**config.mk**
```make
export PLATFORM = sky130hd
export DESIGN_NAME = cosp_ctrl
export DESIGN_NICKNAME = d
export VERILOG_FILES = /design/src/core/cosp_pkg.sv /design/src/core/cosp_clkdiv.sv /design/src/core/cosp_ctrl.sv
export SDC_FILE = /design/constraint.sdc
export NUM_CORES = 1
export LEC_CHECK = 0
export ABC_AREA = 1
export BUFFER_PORTS_ARGS = -buffer_cell sky130_fd_sc_hd__buf_2
export CORE_UTILIZATION = 45
export DETAILED_ROUTE_END_ITERATION = 6
export PLACE_DENSITY = 0.66
export SLEW_MARGIN = 20
export SYNTH_ARGS = -nofsm -noshare
export SYNTH_HDL_FRONTEND = slang
export SYNTH_SLANG_ARGS = --single-unit
```
**constraint.sdc**
```tcl
create_clock -name clk_sys -period 1.8 [get_ports clk_sys]
set_input_delay 0 -clock clk_sys [delete_from_list [all_inputs] [get_ports clk_sys]]
set_output_delay 0 -clock clk_sys [all_outputs]
set_load 0.05 [all_outputs]
```
**src/core/cosp_pkg.sv**
```systemverilog
`default_nettype none
package cosp_pkg;
  // timing base
  localparam int CLK_MHZ = 250;
  localparam int REF_MHZ = 6;
  localparam int PLL_MULT = 8;
  localparam int PLL_MHZ = REF_MHZ * PLL_MULT;
  localparam int SUSP_DELAY_US = 2000;
  localparam int SUSP_CYC = SUSP_DELAY_US * CLK_MHZ;
  localparam int WAKE_DELAY_NS = 500000;
  localparam int WAKE_CYC = WAKE_DELAY_NS * CLK_MHZ / 1000;
  localparam int POR_DIP_NS = 11000;
  localparam int POR_DIP_CYC = (POR_DIP_NS * CLK_MHZ + 999) / 1000;
  localparam int POR_PULSE_NS = 600;
  localparam int POR_PULSE_CYC = (POR_PULSE_NS * CLK_MHZ + 999) / 1000;
  localparam int LOW_RATE_HZ = 100000;
  localparam int LOW_HALF_CYC = CLK_MHZ * 1000000 / (2 * LOW_RATE_HZ);
  localparam int REF_LOSS_CYC = 64;
  localparam int PLL_LOCK_EDGES = 16;
  // half-period tick rate of the pll clock as a phase increment
  localparam logic [31:0] NCO_INC = 32'((64'(2 * PLL_MHZ) << 32) / 64'(CLK_MHZ));
  localparam int TMR_W = 20;

  // register map
  localparam int AW = 12;
  localparam logic [AW-1:0] HW_CONFIG_OFS = 12'h000;
  localparam logic [AW-1:0] MODE_OFS = 12'h004;
  localparam logic [AW-1:0] STATUS_OFS = 12'h008;
  localparam int HW_DIV_LSB = 0;
  localparam int HW_OSC_RUN_BIT = 4;
  localparam int HW_SLOW_DIS_BIT = 5;
  localparam int MODE_SUSP_REQ_BIT = 0;
  localparam int ST_SUSPENDED_BIT = 0;
  localparam int ST_WAKE_WAIT_BIT = 1;
  localparam int ST_PLL_LOCK_BIT = 2;
  localparam int ST_LOW_RATE_BIT = 3;
  localparam int ST_SUSP_WAIT_BIT = 4;
  localparam int ST_OSC_ON_BIT = 5;
  localparam logic [3:0] DIV_RST = 4'h3;
  localparam logic OSC_RUN_RST = 1'b1;
  localparam logic SLOW_DIS_RST = 1'b0;
  localparam logic [1:0] RESP_OKAY = 2'h0;
  localparam logic [1:0] RESP_SLVERR = 2'h2;

  typedef struct packed {
    logic awvalid;
    logic [AW-1:0] awaddr;
    logic wvalid;
    logic [31:0] wdata;
    logic [3:0] wstrb;
    logic bready;
    logic arvalid;
    logic [AW-1:0] araddr;
    logic rready;
  } cosp_axi_req_t;

  typedef struct packed {
    logic awready;
    logic wready;
    logic bvalid;
    logic [1:0] bresp;
    logic arready;
    logic rvalid;
    logic [31:0] rdata;
    logic [1:0] rresp;
  } cosp_axi_rsp_t;

  typedef enum logic [1:0] {ST_AWAKE, ST_SUSP_WAIT, ST_SUSPENDED, ST_WAKE_WAIT} cosp_pwr_t;

  typedef struct packed {
    logic [31:0] acc;
    logic [3:0] cnt;
    logic clk;
  } cosp_div_st_t;

  typedef struct packed {
    logic osc_s1, osc_s2, osc_s3;
    logic wake_s1, wake_s2, wake_s3;
    logic vmon_s1, vmon_s2;
    logic rstp_s1, rstp_s2;
    logic por;
    logic [11:0] low_cnt;
    logic [7:0] hold_cnt;
    logic [3:0] div;
    logic osc_run;
    logic slow_dis;
    logic susp_req;
    cosp_pwr_t pwr;
    logic [TMR_W-1:0] tmr;
    logic [4:0] lock_cnt;
    logic locked;
    logic [6:0] loss_cnt;
    logic [10:0] lr_cnt;
    logic lr_clk;
    logic clk_out;
    logic aw_got;
    logic [AW-1:0] awaddr;
    logic w_got;
    logic [31:0] wdata;
    logic [3:0] wstrb;
    logic bvalid;
    logic [1:0] bresp;
    logic rvalid;
    logic [31:0] rdata;
    logic [1:0] rresp;
  } cosp_st_t;
endpackage : cosp_pkg
`default_nettype wire

```
**src/core/cosp_clkdiv.sv**
```systemverilog
`timescale 1ns/100ps
`default_nettype none
module cosp_clkdiv
  import cosp_pkg::*;
(
  // clock and reset
  input wire logic clk_sys,
  input wire logic nrst,
  // control
  input wire logic run,
  input wire logic [3:0] divider,
  // divided pll clock
  output logic clk_div
);
  cosp_div_st_t q, d;
  logic [32:0] sum;

  always_comb begin
    d = q;
    sum = {1'b0, q.acc} + {1'b0, NCO_INC};
    d.acc = sum[31:0];
    if (!run) begin
      d.cnt = 4'h0;
      d.clk = 1'b0;
    end else if (sum[32]) begin
      // one pll half period per carry, so toggling every divider+1 carries
      if (q.cnt == divider) begin
        d.cnt = 4'h0;
        d.clk = ~q.clk;
      end else begin
        d.cnt = q.cnt + 4'h1;
      end
    end
  end

  always_ff @(posedge clk_sys) begin
    if (!nrst) begin
      q <= '0;
    end else begin
      q <= d;
    end
  end

  assign clk_div = q.clk;
endmodule : cosp_clkdiv
`default_nettype wire

```
**src/core/cosp_ctrl.sv**
```systemverilog
// How it works
// - pll multiplies 6 MHz reference to 48 MHz
// - clock_output programmable from 3 to 48 MHz
// - four-bit clock_output_divider sets the division factor
// - osc_run switches the crystal oscillator on/off
// - suspend powers down oscillator and pll
// - suspend uses 100 kHz low-rate clock unless disabled
// - suspend_request set-then-clear enters suspend after 2 ms
// - wake pulse leaves suspend after 0.5 ms
// - supply dip beyond 11 us asserts internal reset
// - reset starts asserted, held pulse width after recovery
// - reset pulse width at least 600 ns; a pin reset is not stretched and lasts as long as reset_pin_n is held low
//
// Added by the designer: the AXI4-Lite interface to the registers and the placing of the registers.
`timescale 1ns/100ps
`default_nettype none
module cosp_ctrl
  import cosp_pkg::*;
#(
  parameter int SUSP_CYCLES = SUSP_CYC,
  parameter int WAKE_CYCLES = WAKE_CYC
) (
  // clock and reset
  input wire logic clk_sys,
  input wire logic nrst,
  // register bus
  input wire cosp_axi_req_t axi_req,
  output cosp_axi_rsp_t axi_rsp,
  // pins
  input wire logic osc_ref_in,
  input wire logic device_wake_in,
  input wire logic vmon_ok,
  input wire logic reset_pin_n,
  // outputs
  output logic osc_enable,
  output logic pll_enable,
  output logic clock_output,
  output logic device_suspend_out,
  output logic int_reset
);
  cosp_st_t q, d;
  logic int_rst;
  logic clk_div;
  logic osc_on;
  logic wr_fire;
  logic susp_fall;
  logic wake_rise;
  logic ref_rise;
  logic [31:0] rd_val;
  logic [1:0] rd_resp;

  function automatic logic [31:0] reg_read(input logic [AW-1:0] a, input cosp_st_t s, output logic err);
    logic [31:0] v;
    v = 32'h0;
    err = 1'b0;
    case (a)
      HW_CONFIG_OFS: begin
        v[HW_DIV_LSB +: 4] = s.div;
        v[HW_OSC_RUN_BIT] = s.osc_run;
        v[HW_SLOW_DIS_BIT] = s.slow_dis;
      end
      MODE_OFS: begin
        v[MODE_SUSP_REQ_BIT] = s.susp_req;
      end
      STATUS_OFS: begin
        v[ST_SUSPENDED_BIT] = (s.pwr == ST_SUSPENDED);
        v[ST_WAKE_WAIT_BIT] = (s.pwr == ST_WAKE_WAIT);
        v[ST_PLL_LOCK_BIT] = s.locked;
        v[ST_LOW_RATE_BIT] = (s.pwr == ST_SUSPENDED) && !s.slow_dis;
        v[ST_SUSP_WAIT_BIT] = (s.pwr == ST_SUSP_WAIT);
        v[ST_OSC_ON_BIT] = s.osc_run && (s.pwr != ST_SUSPENDED);
      end
      default: begin
        err = 1'b1;
      end
    endcase
    return v;
  endfunction : reg_read

  // internal reset: monitor or pin
  assign int_rst = q.por || !q.rstp_s2;
  // oscillator and pll off in suspend
  assign osc_on = q.osc_run && (q.pwr != ST_SUSPENDED);

  cosp_clkdiv u_div (
    .clk_sys(clk_sys),
    .nrst(nrst),
    .run(osc_on && q.locked),
    .divider(q.div),
    .clk_div(clk_div)
  );

  assign wr_fire = q.aw_got && q.w_got && !q.bvalid;
  assign ref_rise = q.osc_s2 && !q.osc_s3;
  assign wake_rise = q.wake_s2 && !q.wake_s3;

  always_comb begin
    d = q;
    susp_fall = 1'b0;
    rd_resp = RESP_OKAY;
    rd_val = 32'h0;
    // synchronisers
    d.osc_s1 = osc_ref_in;
    d.osc_s2 = q.osc_s1;
    d.osc_s3 = q.osc_s2;
    d.wake_s1 = device_wake_in;
    d.wake_s2 = q.wake_s1;
    d.wake_s3 = q.wake_s2;
    d.vmon_s1 = vmon_ok;
    d.vmon_s2 = q.vmon_s1;
    d.rstp_s1 = reset_pin_n;
    d.rstp_s2 = q.rstp_s1;

    // supply monitor: long dip sets, recovery plus pulse width clears
    if (!q.vmon_s2) begin
      d.hold_cnt = 8'h0;
      if (q.low_cnt >= 12'(POR_DIP_CYC)) begin
        d.por = 1'b1;
      end else begin
        d.low_cnt = q.low_cnt + 12'h1;
      end
    end else begin
      d.low_cnt = 12'h0;
      if (q.por) begin
        if (q.hold_cnt >= 8'(POR_PULSE_CYC - 1)) begin
          d.por = 1'b0;
        end else begin
          d.hold_cnt = q.hold_cnt + 8'h1;
        end
      end
    end

    // pll lock tracking on reference edges
    if (!osc_on) begin
      d.lock_cnt = 5'h0;
      d.locked = 1'b0;
      d.loss_cnt = 7'h0;
    end else if (ref_rise) begin
      d.loss_cnt = 7'h0;
      if (q.lock_cnt >= 5'(PLL_LOCK_EDGES - 1)) begin
        d.locked = 1'b1;
      end else begin
        d.lock_cnt = q.lock_cnt + 5'h1;
      end
    end else if (q.loss_cnt >= 7'(REF_LOSS_CYC - 1)) begin
      d.lock_cnt = 5'h0;
      d.locked = 1'b0;
    end else begin
      d.loss_cnt = q.loss_cnt + 7'h1;
    end

    // write channel
    if (axi_req.awvalid && axi_rsp.awready) begin
      d.aw_got = 1'b1;
      d.awaddr = axi_req.awaddr;
    end
    if (axi_req.wvalid && axi_rsp.wready) begin
      d.w_got = 1'b1;
      d.wdata = axi_req.wdata;
      d.wstrb = axi_req.wstrb;
    end
    if (wr_fire) begin
      d.aw_got = 1'b0;
      d.w_got = 1'b0;
      d.bvalid = 1'b1;
      d.bresp = RESP_OKAY;
      case (q.awaddr)
        HW_CONFIG_OFS: begin
          if (q.wstrb[0]) begin
            d.div = q.wdata[HW_DIV_LSB +: 4];
            d.osc_run = q.wdata[HW_OSC_RUN_BIT];
            d.slow_dis = q.wdata[HW_SLOW_DIS_BIT];
          end
        end
        MODE_OFS: begin
          if (q.wstrb[0]) begin
            d.susp_req = q.wdata[MODE_SUSP_REQ_BIT];
            susp_fall = q.susp_req && !q.wdata[MODE_SUSP_REQ_BIT];
          end
        end
        STATUS_OFS: begin
          d.bresp = RESP_OKAY;
        end
        default: begin
          d.bresp = RESP_SLVERR;
        end
      endcase
    end else if (q.bvalid && axi_req.bready) begin
      d.bvalid = 1'b0;
    end

    // read channel
    if (axi_req.arvalid && axi_rsp.arready) begin
      rd_val = reg_read(axi_req.araddr, q, rd_resp[1]);
      d.rvalid = 1'b1;
      d.rdata = rd_val;
      d.rresp = rd_resp;
    end else if (q.rvalid && axi_req.rready) begin
      d.rvalid = 1'b0;
    end

    // power state sequence
    case (q.pwr)
      ST_AWAKE: begin
        if (susp_fall) begin
          d.pwr = ST_SUSP_WAIT;
          d.tmr = TMR_W'(SUSP_CYCLES - 1);
        end
      end
      ST_SUSP_WAIT: begin
        if (wake_rise) begin
          d.pwr = ST_AWAKE;
        end else if (q.tmr == '0) begin
          d.pwr = ST_SUSPENDED;
        end else begin
          d.tmr = q.tmr - TMR_W'(1);
        end
      end
      ST_SUSPENDED: begin
        if (wake_rise) begin
          d.pwr = ST_WAKE_WAIT;
          d.tmr = TMR_W'(WAKE_CYCLES - 1);
        end
      end
      ST_WAKE_WAIT: begin
        if (q.tmr == '0) begin
          d.pwr = ST_AWAKE;
        end else begin
          d.tmr = q.tmr - TMR_W'(1);
        end
      end
      default: begin
        d.pwr = ST_AWAKE;
      end
    endcase

    // low-rate clock from the system clock
    if (q.lr_cnt >= 11'(LOW_HALF_CYC - 1)) begin
      d.lr_cnt = 11'h0;
      d.lr_clk = ~q.lr_clk;
    end else begin
      d.lr_cnt = q.lr_cnt + 11'h1;
    end

    // output clock select
    if (q.pwr == ST_SUSPENDED || q.pwr == ST_WAKE_WAIT) begin
      d.clk_out = q.slow_dis ? 1'b0 : q.lr_clk;
    end else begin
      d.clk_out = clk_div;
    end

    // internal reset returns control bits to defaults
    if (int_rst) begin
      d.div = DIV_RST;
      d.osc_run = OSC_RUN_RST;
      d.slow_dis = SLOW_DIS_RST;
      d.susp_req = 1'b0;
      d.pwr = ST_AWAKE;
      d.tmr = '0;
    end
  end

  always_ff @(posedge clk_sys) begin
    if (!nrst) begin
      q <= '0;
      q.por <= 1'b1;
      q.div <= DIV_RST;
      q.osc_run <= OSC_RUN_RST;
      q.slow_dis <= SLOW_DIS_RST;
      q.pwr <= ST_AWAKE;
    end else begin
      q <= d;
    end
  end

  // bus handshakes
  assign axi_rsp.awready = !q.aw_got && !q.bvalid;
  assign axi_rsp.wready = !q.w_got && !q.bvalid;
  assign axi_rsp.bvalid = q.bvalid;
  assign axi_rsp.bresp = q.bresp;
  assign axi_rsp.arready = !q.rvalid;
  assign axi_rsp.rvalid = q.rvalid;
  assign axi_rsp.rdata = q.rdata;
  assign axi_rsp.rresp = q.rresp;

  assign osc_enable = osc_on;
  assign pll_enable = osc_on;
  assign clock_output = q.clk_out;
  assign device_suspend_out = (q.pwr == ST_SUSPENDED) || (q.pwr == ST_WAKE_WAIT);
  assign int_reset = int_rst;
endmodule : cosp_ctrl
`default_nettype wire

```
After elaboration in Yosys (flattened, before gate mapping)
Cells that the tools add are included.
- register bits after elaboration: 155
- latch bits: 0
- memory bits (writable): 0
- memory bits (read-only): 0
- output and inout port bits: 46
- word-level logic and storage cells: 158
- memories: 0
- add/subtract/negate cells: 8
- multipliers: 0
- div/mod/pow operators: 0
- order comparisons: 5
- equal/unequal tests: 16
- shifts and indexed selects: 0
- muxes and demuxes: 34
- bitwise gates (word level): 5
- reduce and logical (&&, ||, !) cells: 52
- operator list (operator ; number):
    one-hot mux 22 bit (4 select lines) ; 1
    2-to-1 mux 22 bit ; 2
    2-to-1 mux 20 bit ; 2
    adder 32 x 31 -> 33 bit, second input constant ; 1
    equality test 12 x 3 -> 1 bit, second input constant ; 2
    equality test 12 x 4 -> 1 bit, second input constant ; 2
    logical NOT 12 bit ; 2
    2-to-1 mux 21 bit ; 1
    logical NOT 20 bit ; 1
    subtractor 20 x 1 -> 20 bit, second input constant ; 1
    2-to-1 mux 8 bit ; 2
    logical AND 1 bit ; 15
    2-to-1 mux 1 bit ; 14
    AND reduction 2 bit ; 7
    2-to-1 mux 13 bit ; 1
    adder 12 x 1 -> 12 bit, second input constant ; 1
    >= comparator 12 bit, second input constant ; 1
    2-to-1 mux 12 bit ; 1
    adder 11 x 1 -> 11 bit, second input constant ; 1
    >= comparator 11 bit, second input constant ; 1
    inequality test 2 bit, second input constant ; 5
    one-hot mux 5 bit (2 select lines) ; 1
    logical NOT 1 bit ; 9
    AND reduction 3 bit ; 3
    25 further kinds ; 43

Depth between registers and ports, before layout
- word-level depth: 7
- gate-level depth with buffers: 13
- gate-level depth less buffers: 13

Hierarchy
A second synthesis with hierarchy kept.
- cells, all modules: 1294
- area total of the unflattened synthesis: 8615.8 µm²
- by module, submodules not included (module ; times used ; cells each ; area an instance (µm²) ; seq. area each (µm²)):
    cosp_ctrl ; 1 ; 878 ; 6112.1 ; 2342.2
    cosp_clkdiv ; 1 ; 416 ; 2503.7 ; 740.7

Worst setup path after synthesis
No wires, ideal clock.
- path type: register to register
- from: register q, in the netlist axi_rsp[38]
- to: register q[80] (netlist name)
- arrival: 1.701 ns
- required time: 1.684 ns
- setup slack: -0.017 ns
- stages on the path, launching flop included: 6
- buffers on the path: 1
- path through: dfxtp_1 > nor2_1 > nand2_1 > clkbuf_1 > o21ai_0 > nor2_1
- RTL lines (what ; line ; RTL):
    start: declaration ; cosp_ctrl.sv:41 ; cosp_st_t q, d;

Worst setup path after layout
- from: register q[90] (netlist name)
- to: register q[100] (netlist name)
- longest elaborated chain between the ends: 2
- ends and longest elaborated chain (what ; line ; RTL):
    >= comparator 11 bit ; cosp_ctrl.sv:238 ; if (q.lr_cnt >= 11'(LOW_HALF_CYC - 1)) begin
    OR reduction 2 bit (no line) ; - ;
Several ways; a longest one is shown, not always the timed one.
A chain may end at the register's enable or synchronous reset.

==> results <==
- 0 antenna diodes ended up in the layout.
- Of the synthesized area, sequential elements account for 0.370.
- Input and output buffers added on the ports amount to 59.
- For this block, the initial DRC count from the detailed router was roughly 500.
- The flip-flop cell with the highest count after synthesis is sky130_fd_sc_hd__dfxtp_1.
- Dividing the detail-routed wire length by the instance count gives around 12 µm.
- The number of nets at the end of the flow is 1,438.
- The placer congestion estimate is between 0.8 and 0.9.
- The largest buffer count on any clock path is 2.
- The final number of hold-violating endpoints is 0.
- The register bit count reported by yosys is about 150.
- The initial antenna violation count is 0.
- The routed design has approximately 19,000 µm of wire.
- The final-layout setup total negative slack is 0 ns.
- The worst setup path is captured at a register.
- After detailed routing, the number of vias per cell comes to around 4.9.
- The cell at the root of the clock tree is sky130_fd_sc_hd__clkbuf_16.
- The final critical-path share of the clock period is 0.917.
- The die is around 140 µm wide.
- The number of clock buffers added by TritonCTS is 17.
- During synthesis, Yosys emitted a total of 0 warnings.
- The H-tree was split into 4 levels.
- For this run, the total global-route usage over all layers was measured as 0.203.
- The number of clock sinks is about 150.
- Hold is met by 0.0419 ns.
- The highest net fanout along the worst path is 5.
- The number of maximum-capacitance constraint violations is 0.
- The cell at the slowest stage of the critical path is sky130_fd_sc_hd__dfxtp_2.
- The class of the worst hold path is in -> reg.
- For the worst-skew pair, the clock arrives at the later sink with an insertion delay of between 0.4 and 0.5 ns.
- The final critical-path required period is ~1.7 ns.
- Relative to the synthesized area, the layout overhead comes to 18.7%.
- Walking the worst path, the cells encountered are ha_1 > nand2_1 > inv_1 > nand2_1 > nor2_2 > nand2_1 > nor2_2 > nand3_1 > or2_2 > a21oi_1.
- The HPWL after detailed placement is 13,900 µm.
- The average size of a mapped cell is around 6.7 µm².
- The areal power density over the cells is roughly 900 mW/mm².
- The biggest area contributor in the post-synthesis netlist is sky130_fd_sc_hd__dfxtp_1.
- The clock tree from TritonCTS is done.
- The global-route wire length before repair is 32,100 µm.
- The total global routing overflow is 0.
- The leakage power figure is approximately 0.0045 µW.
- 117 I/O pins were placed.
- The netlist area before placement is ~0.0083 mm².
- Counting stages on the worst path, the most repeated cell is sky130_fd_sc_hd__nand2_1.
- Entering global routing, the biggest net connects 26 pins.
- For this run, the slowest stage of the critical path takes 0.36 ns.
- The via count of the first global-routing pass is 6,988.
- For the worst setup path, the data required time is 2.15 ns.
- Counting distinct cell types in the post-synthesis netlist gives between 40 and 50.
- The first-pass iteration count of the detailed router is 5.
- The worst setup path is launched from a register.
- After floorplanning, the core was divided into 49 placement rows.
- The die is about 140 µm tall.
- Data arrives at the worst endpoint at roughly 2.0 ns.
- The die covers 0.0191 mm².
- The number of pins exceeding their max-slew limit in the final report is 0.
- The category of the critical setup timing path is reg -> reg.
- The area of the core is roughly 0.018 mm².
- The number of vias in the routed layout is between 7,000 and 8,000.
- Yosys attributes the largest share of cell area to sky130_fd_sc_hd__dfxtp_1, sky130_fd_sc_hd__nand2_1, sky130_fd_sc_hd__nor2_1, sky130_fd_sc_hd__inv_1, sky130_fd_sc_hd__a21oi_1.
- Setup slack closes at around 0.15 ns.
- Fill cells in the final layout number about 1,800.
- The setup-violating endpoint count in the final report is 0.
- Timing analysis after detailed placement gives a worst setup slack of ~0.05 ns.
- Together, buffers and inverters on the worst path number 1.
- The finished layout cell area is ~0.01 mm².
- The placed instances occupy a cell area of approximately 0.0088 mm².
- In the synthesized netlist, the number of instances is 1,250.
- Clock skew on the completed layout was measured at 0.0126 ns.
- The count of unresolved DRC violations after routing is 0.
- The share of synthesized area in the top cell type comes to 0.370.
- For this configuration, the core starts out at a cell density of 0.462.
- Once detail routing completed, the nets flagged for antenna violations numbered 0.
- Clock-pin slew was measured on the worst setup and hold paths at 0.06 ns.
- The flow ran to the end, and the final reports show no timing, DRC or antenna violations.
- The worst-case vdd ir drop is just over 0.7 mV.
- After synthesis, the share of flip-flops with an asynchronous set or reset is 0.
- In this design, the largest share of critical-path delay is due to simple AND/OR/NAND/NOR gates.
- At the end of the flow the core is filled with cells to 0.548.
- Yosys mapped a number of flops with a built-in enable equal to 0.
- Derived from the worst setup path, the maximum achievable clock frequency is slightly above 600 MHz.
- Of the cells placed in the final design, the portion with a size suffix greater than 1 is 0.127.
-- routing by layer --
metal  wire [µm]  GRT usage  vias to the layer above
li1            -          -                     4138
met1        9360      0.266                     3438
met2        8730      0.336                      168
met3         694     0.0333                       21
met4         271     0.0700                        0
met5           0          0                        -
-- cell type report --
class	instances	area, µm²	share of cell area
clock inverters	12	233	0.0235
repair buffers	119	830	0.0839
flip-flops and latches	154	3090	0.313
clock buffers	20	457	0.0462
multi-input cells	898	4370	0.442
inverters	164	618	0.0625
well taps	229	287	0.0290
-- logic make-up after synthesis --
kind of cell / share of synthesized area
DFF: 0.370
AOI/OAI and AO/OA: 0.131
xor gates and xnor gates: 0.0347
buffers and inverters: 0.124
adders and majority gates: 0.0195
other: 0.000450
and+or+nand+nor: 0.320
-- tightest hold or removal path, cell delays in order --
cell	delay, ns
sky130_fd_sc_hd__buf_2	0.09
sky130_fd_sc_hd__nand2_1	0.07
sky130_fd_sc_hd__buf_4	0.18
sky130_fd_sc_hd__a21oi_1	0.08
-- cells in the mapped netlist (all sizes together), types with 4 or more instances --
master  instances
o221ai          4
dfxtp         154
buf            48
o21ai          72
nor3           25
o21a            4
ha             13
or2             6
clkbuf         13
o211ai          5
nand4          15
xor2           26
nand3          88
inv           162
nand2         267
xnor2           7
a21oi         100
nor2          215
-- per-stage QoR --
stage | power (µW) | cells
floorplan | 4660 | 1277
global placement | 4860 | 1536
detailed placement | 4880 | 1536
CTS | 9090 | 1595
global route | 9440 | 1596
finish | 9020 | 1596
-- registers in the layout, summed over array words and instances, names as in the netlist, named ones only --
name	flops
clock_output	1
q	91
u_div.clk_div	1
u_div.q	36
axi_rsp	10
d	6
-- power breakdown --
group | total (µW) | switching, µW | leakage [µW] | internal (µW)
Clock | 4150 | 1450 | 0.000336 | 2700
Combinational | 1130 | 768 | 0.00291 | 358
Sequential | 3750 | 156 | 0.00126 | 3590
Total | 9020 | 2380 | 0.00451 | 6650
-- path summary, 6_finish.rpt --
kind	from	end	slack, ns	depth (start not counted)
max	q[90]	q[100]	0.15	10
min reg2reg	d[164]	q[164]	0.41	2
min	axi_req[64]	q[75]	0.04	4
max reg2reg	q[90]	q[100]	0.15	10
-- what timing repair did --
action                                  in CTS  in global routing
hold buffers                                27                  0
endpoints found under the hold margin       28                  0
gates resized for setup                      0                 25
endpoints found under the setup margin       0                 19
buffers inserted                             0                  1
-- layout by cell type (no fill, tap or decap), types with 4 or more instances in the layout --
cell                              n
sky130_fd_sc_hd__ha_1            11
sky130_fd_sc_hd__nand2_4          4
sky130_fd_sc_hd__dfxtp_2          5
sky130_fd_sc_hd__dlygate4sd3_1   27
sky130_fd_sc_hd__nor2_2          12
sky130_fd_sc_hd__nor3_1          22
sky130_fd_sc_hd__nand3_1         87
sky130_fd_sc_hd__xor2_1          26
sky130_fd_sc_hd__nand2_2          6
sky130_fd_sc_hd__bufinv_16        6
sky130_fd_sc_hd__xnor2_1          7
sky130_fd_sc_hd__clkbuf_16       17
sky130_fd_sc_hd__o221ai_1         4
sky130_fd_sc_hd__nor2_1         200
sky130_fd_sc_hd__o211ai_1         5
sky130_fd_sc_hd__inv_1          159
sky130_fd_sc_hd__o21ai_0         67
sky130_fd_sc_hd__buf_2           59
sky130_fd_sc_hd__nand4_1         14
sky130_fd_sc_hd__a21oi_1         99
sky130_fd_sc_hd__conb_1          28
sky130_fd_sc_hd__or2_2            6
sky130_fd_sc_hd__nand2_1        257
sky130_fd_sc_hd__o21ai_1          4
sky130_fd_sc_hd__buf_4           31
sky130_fd_sc_hd__dfxtp_1        149
sky130_fd_sc_hd__o21a_1           4
Note: power is estimated with default switching activity, not from simulation.
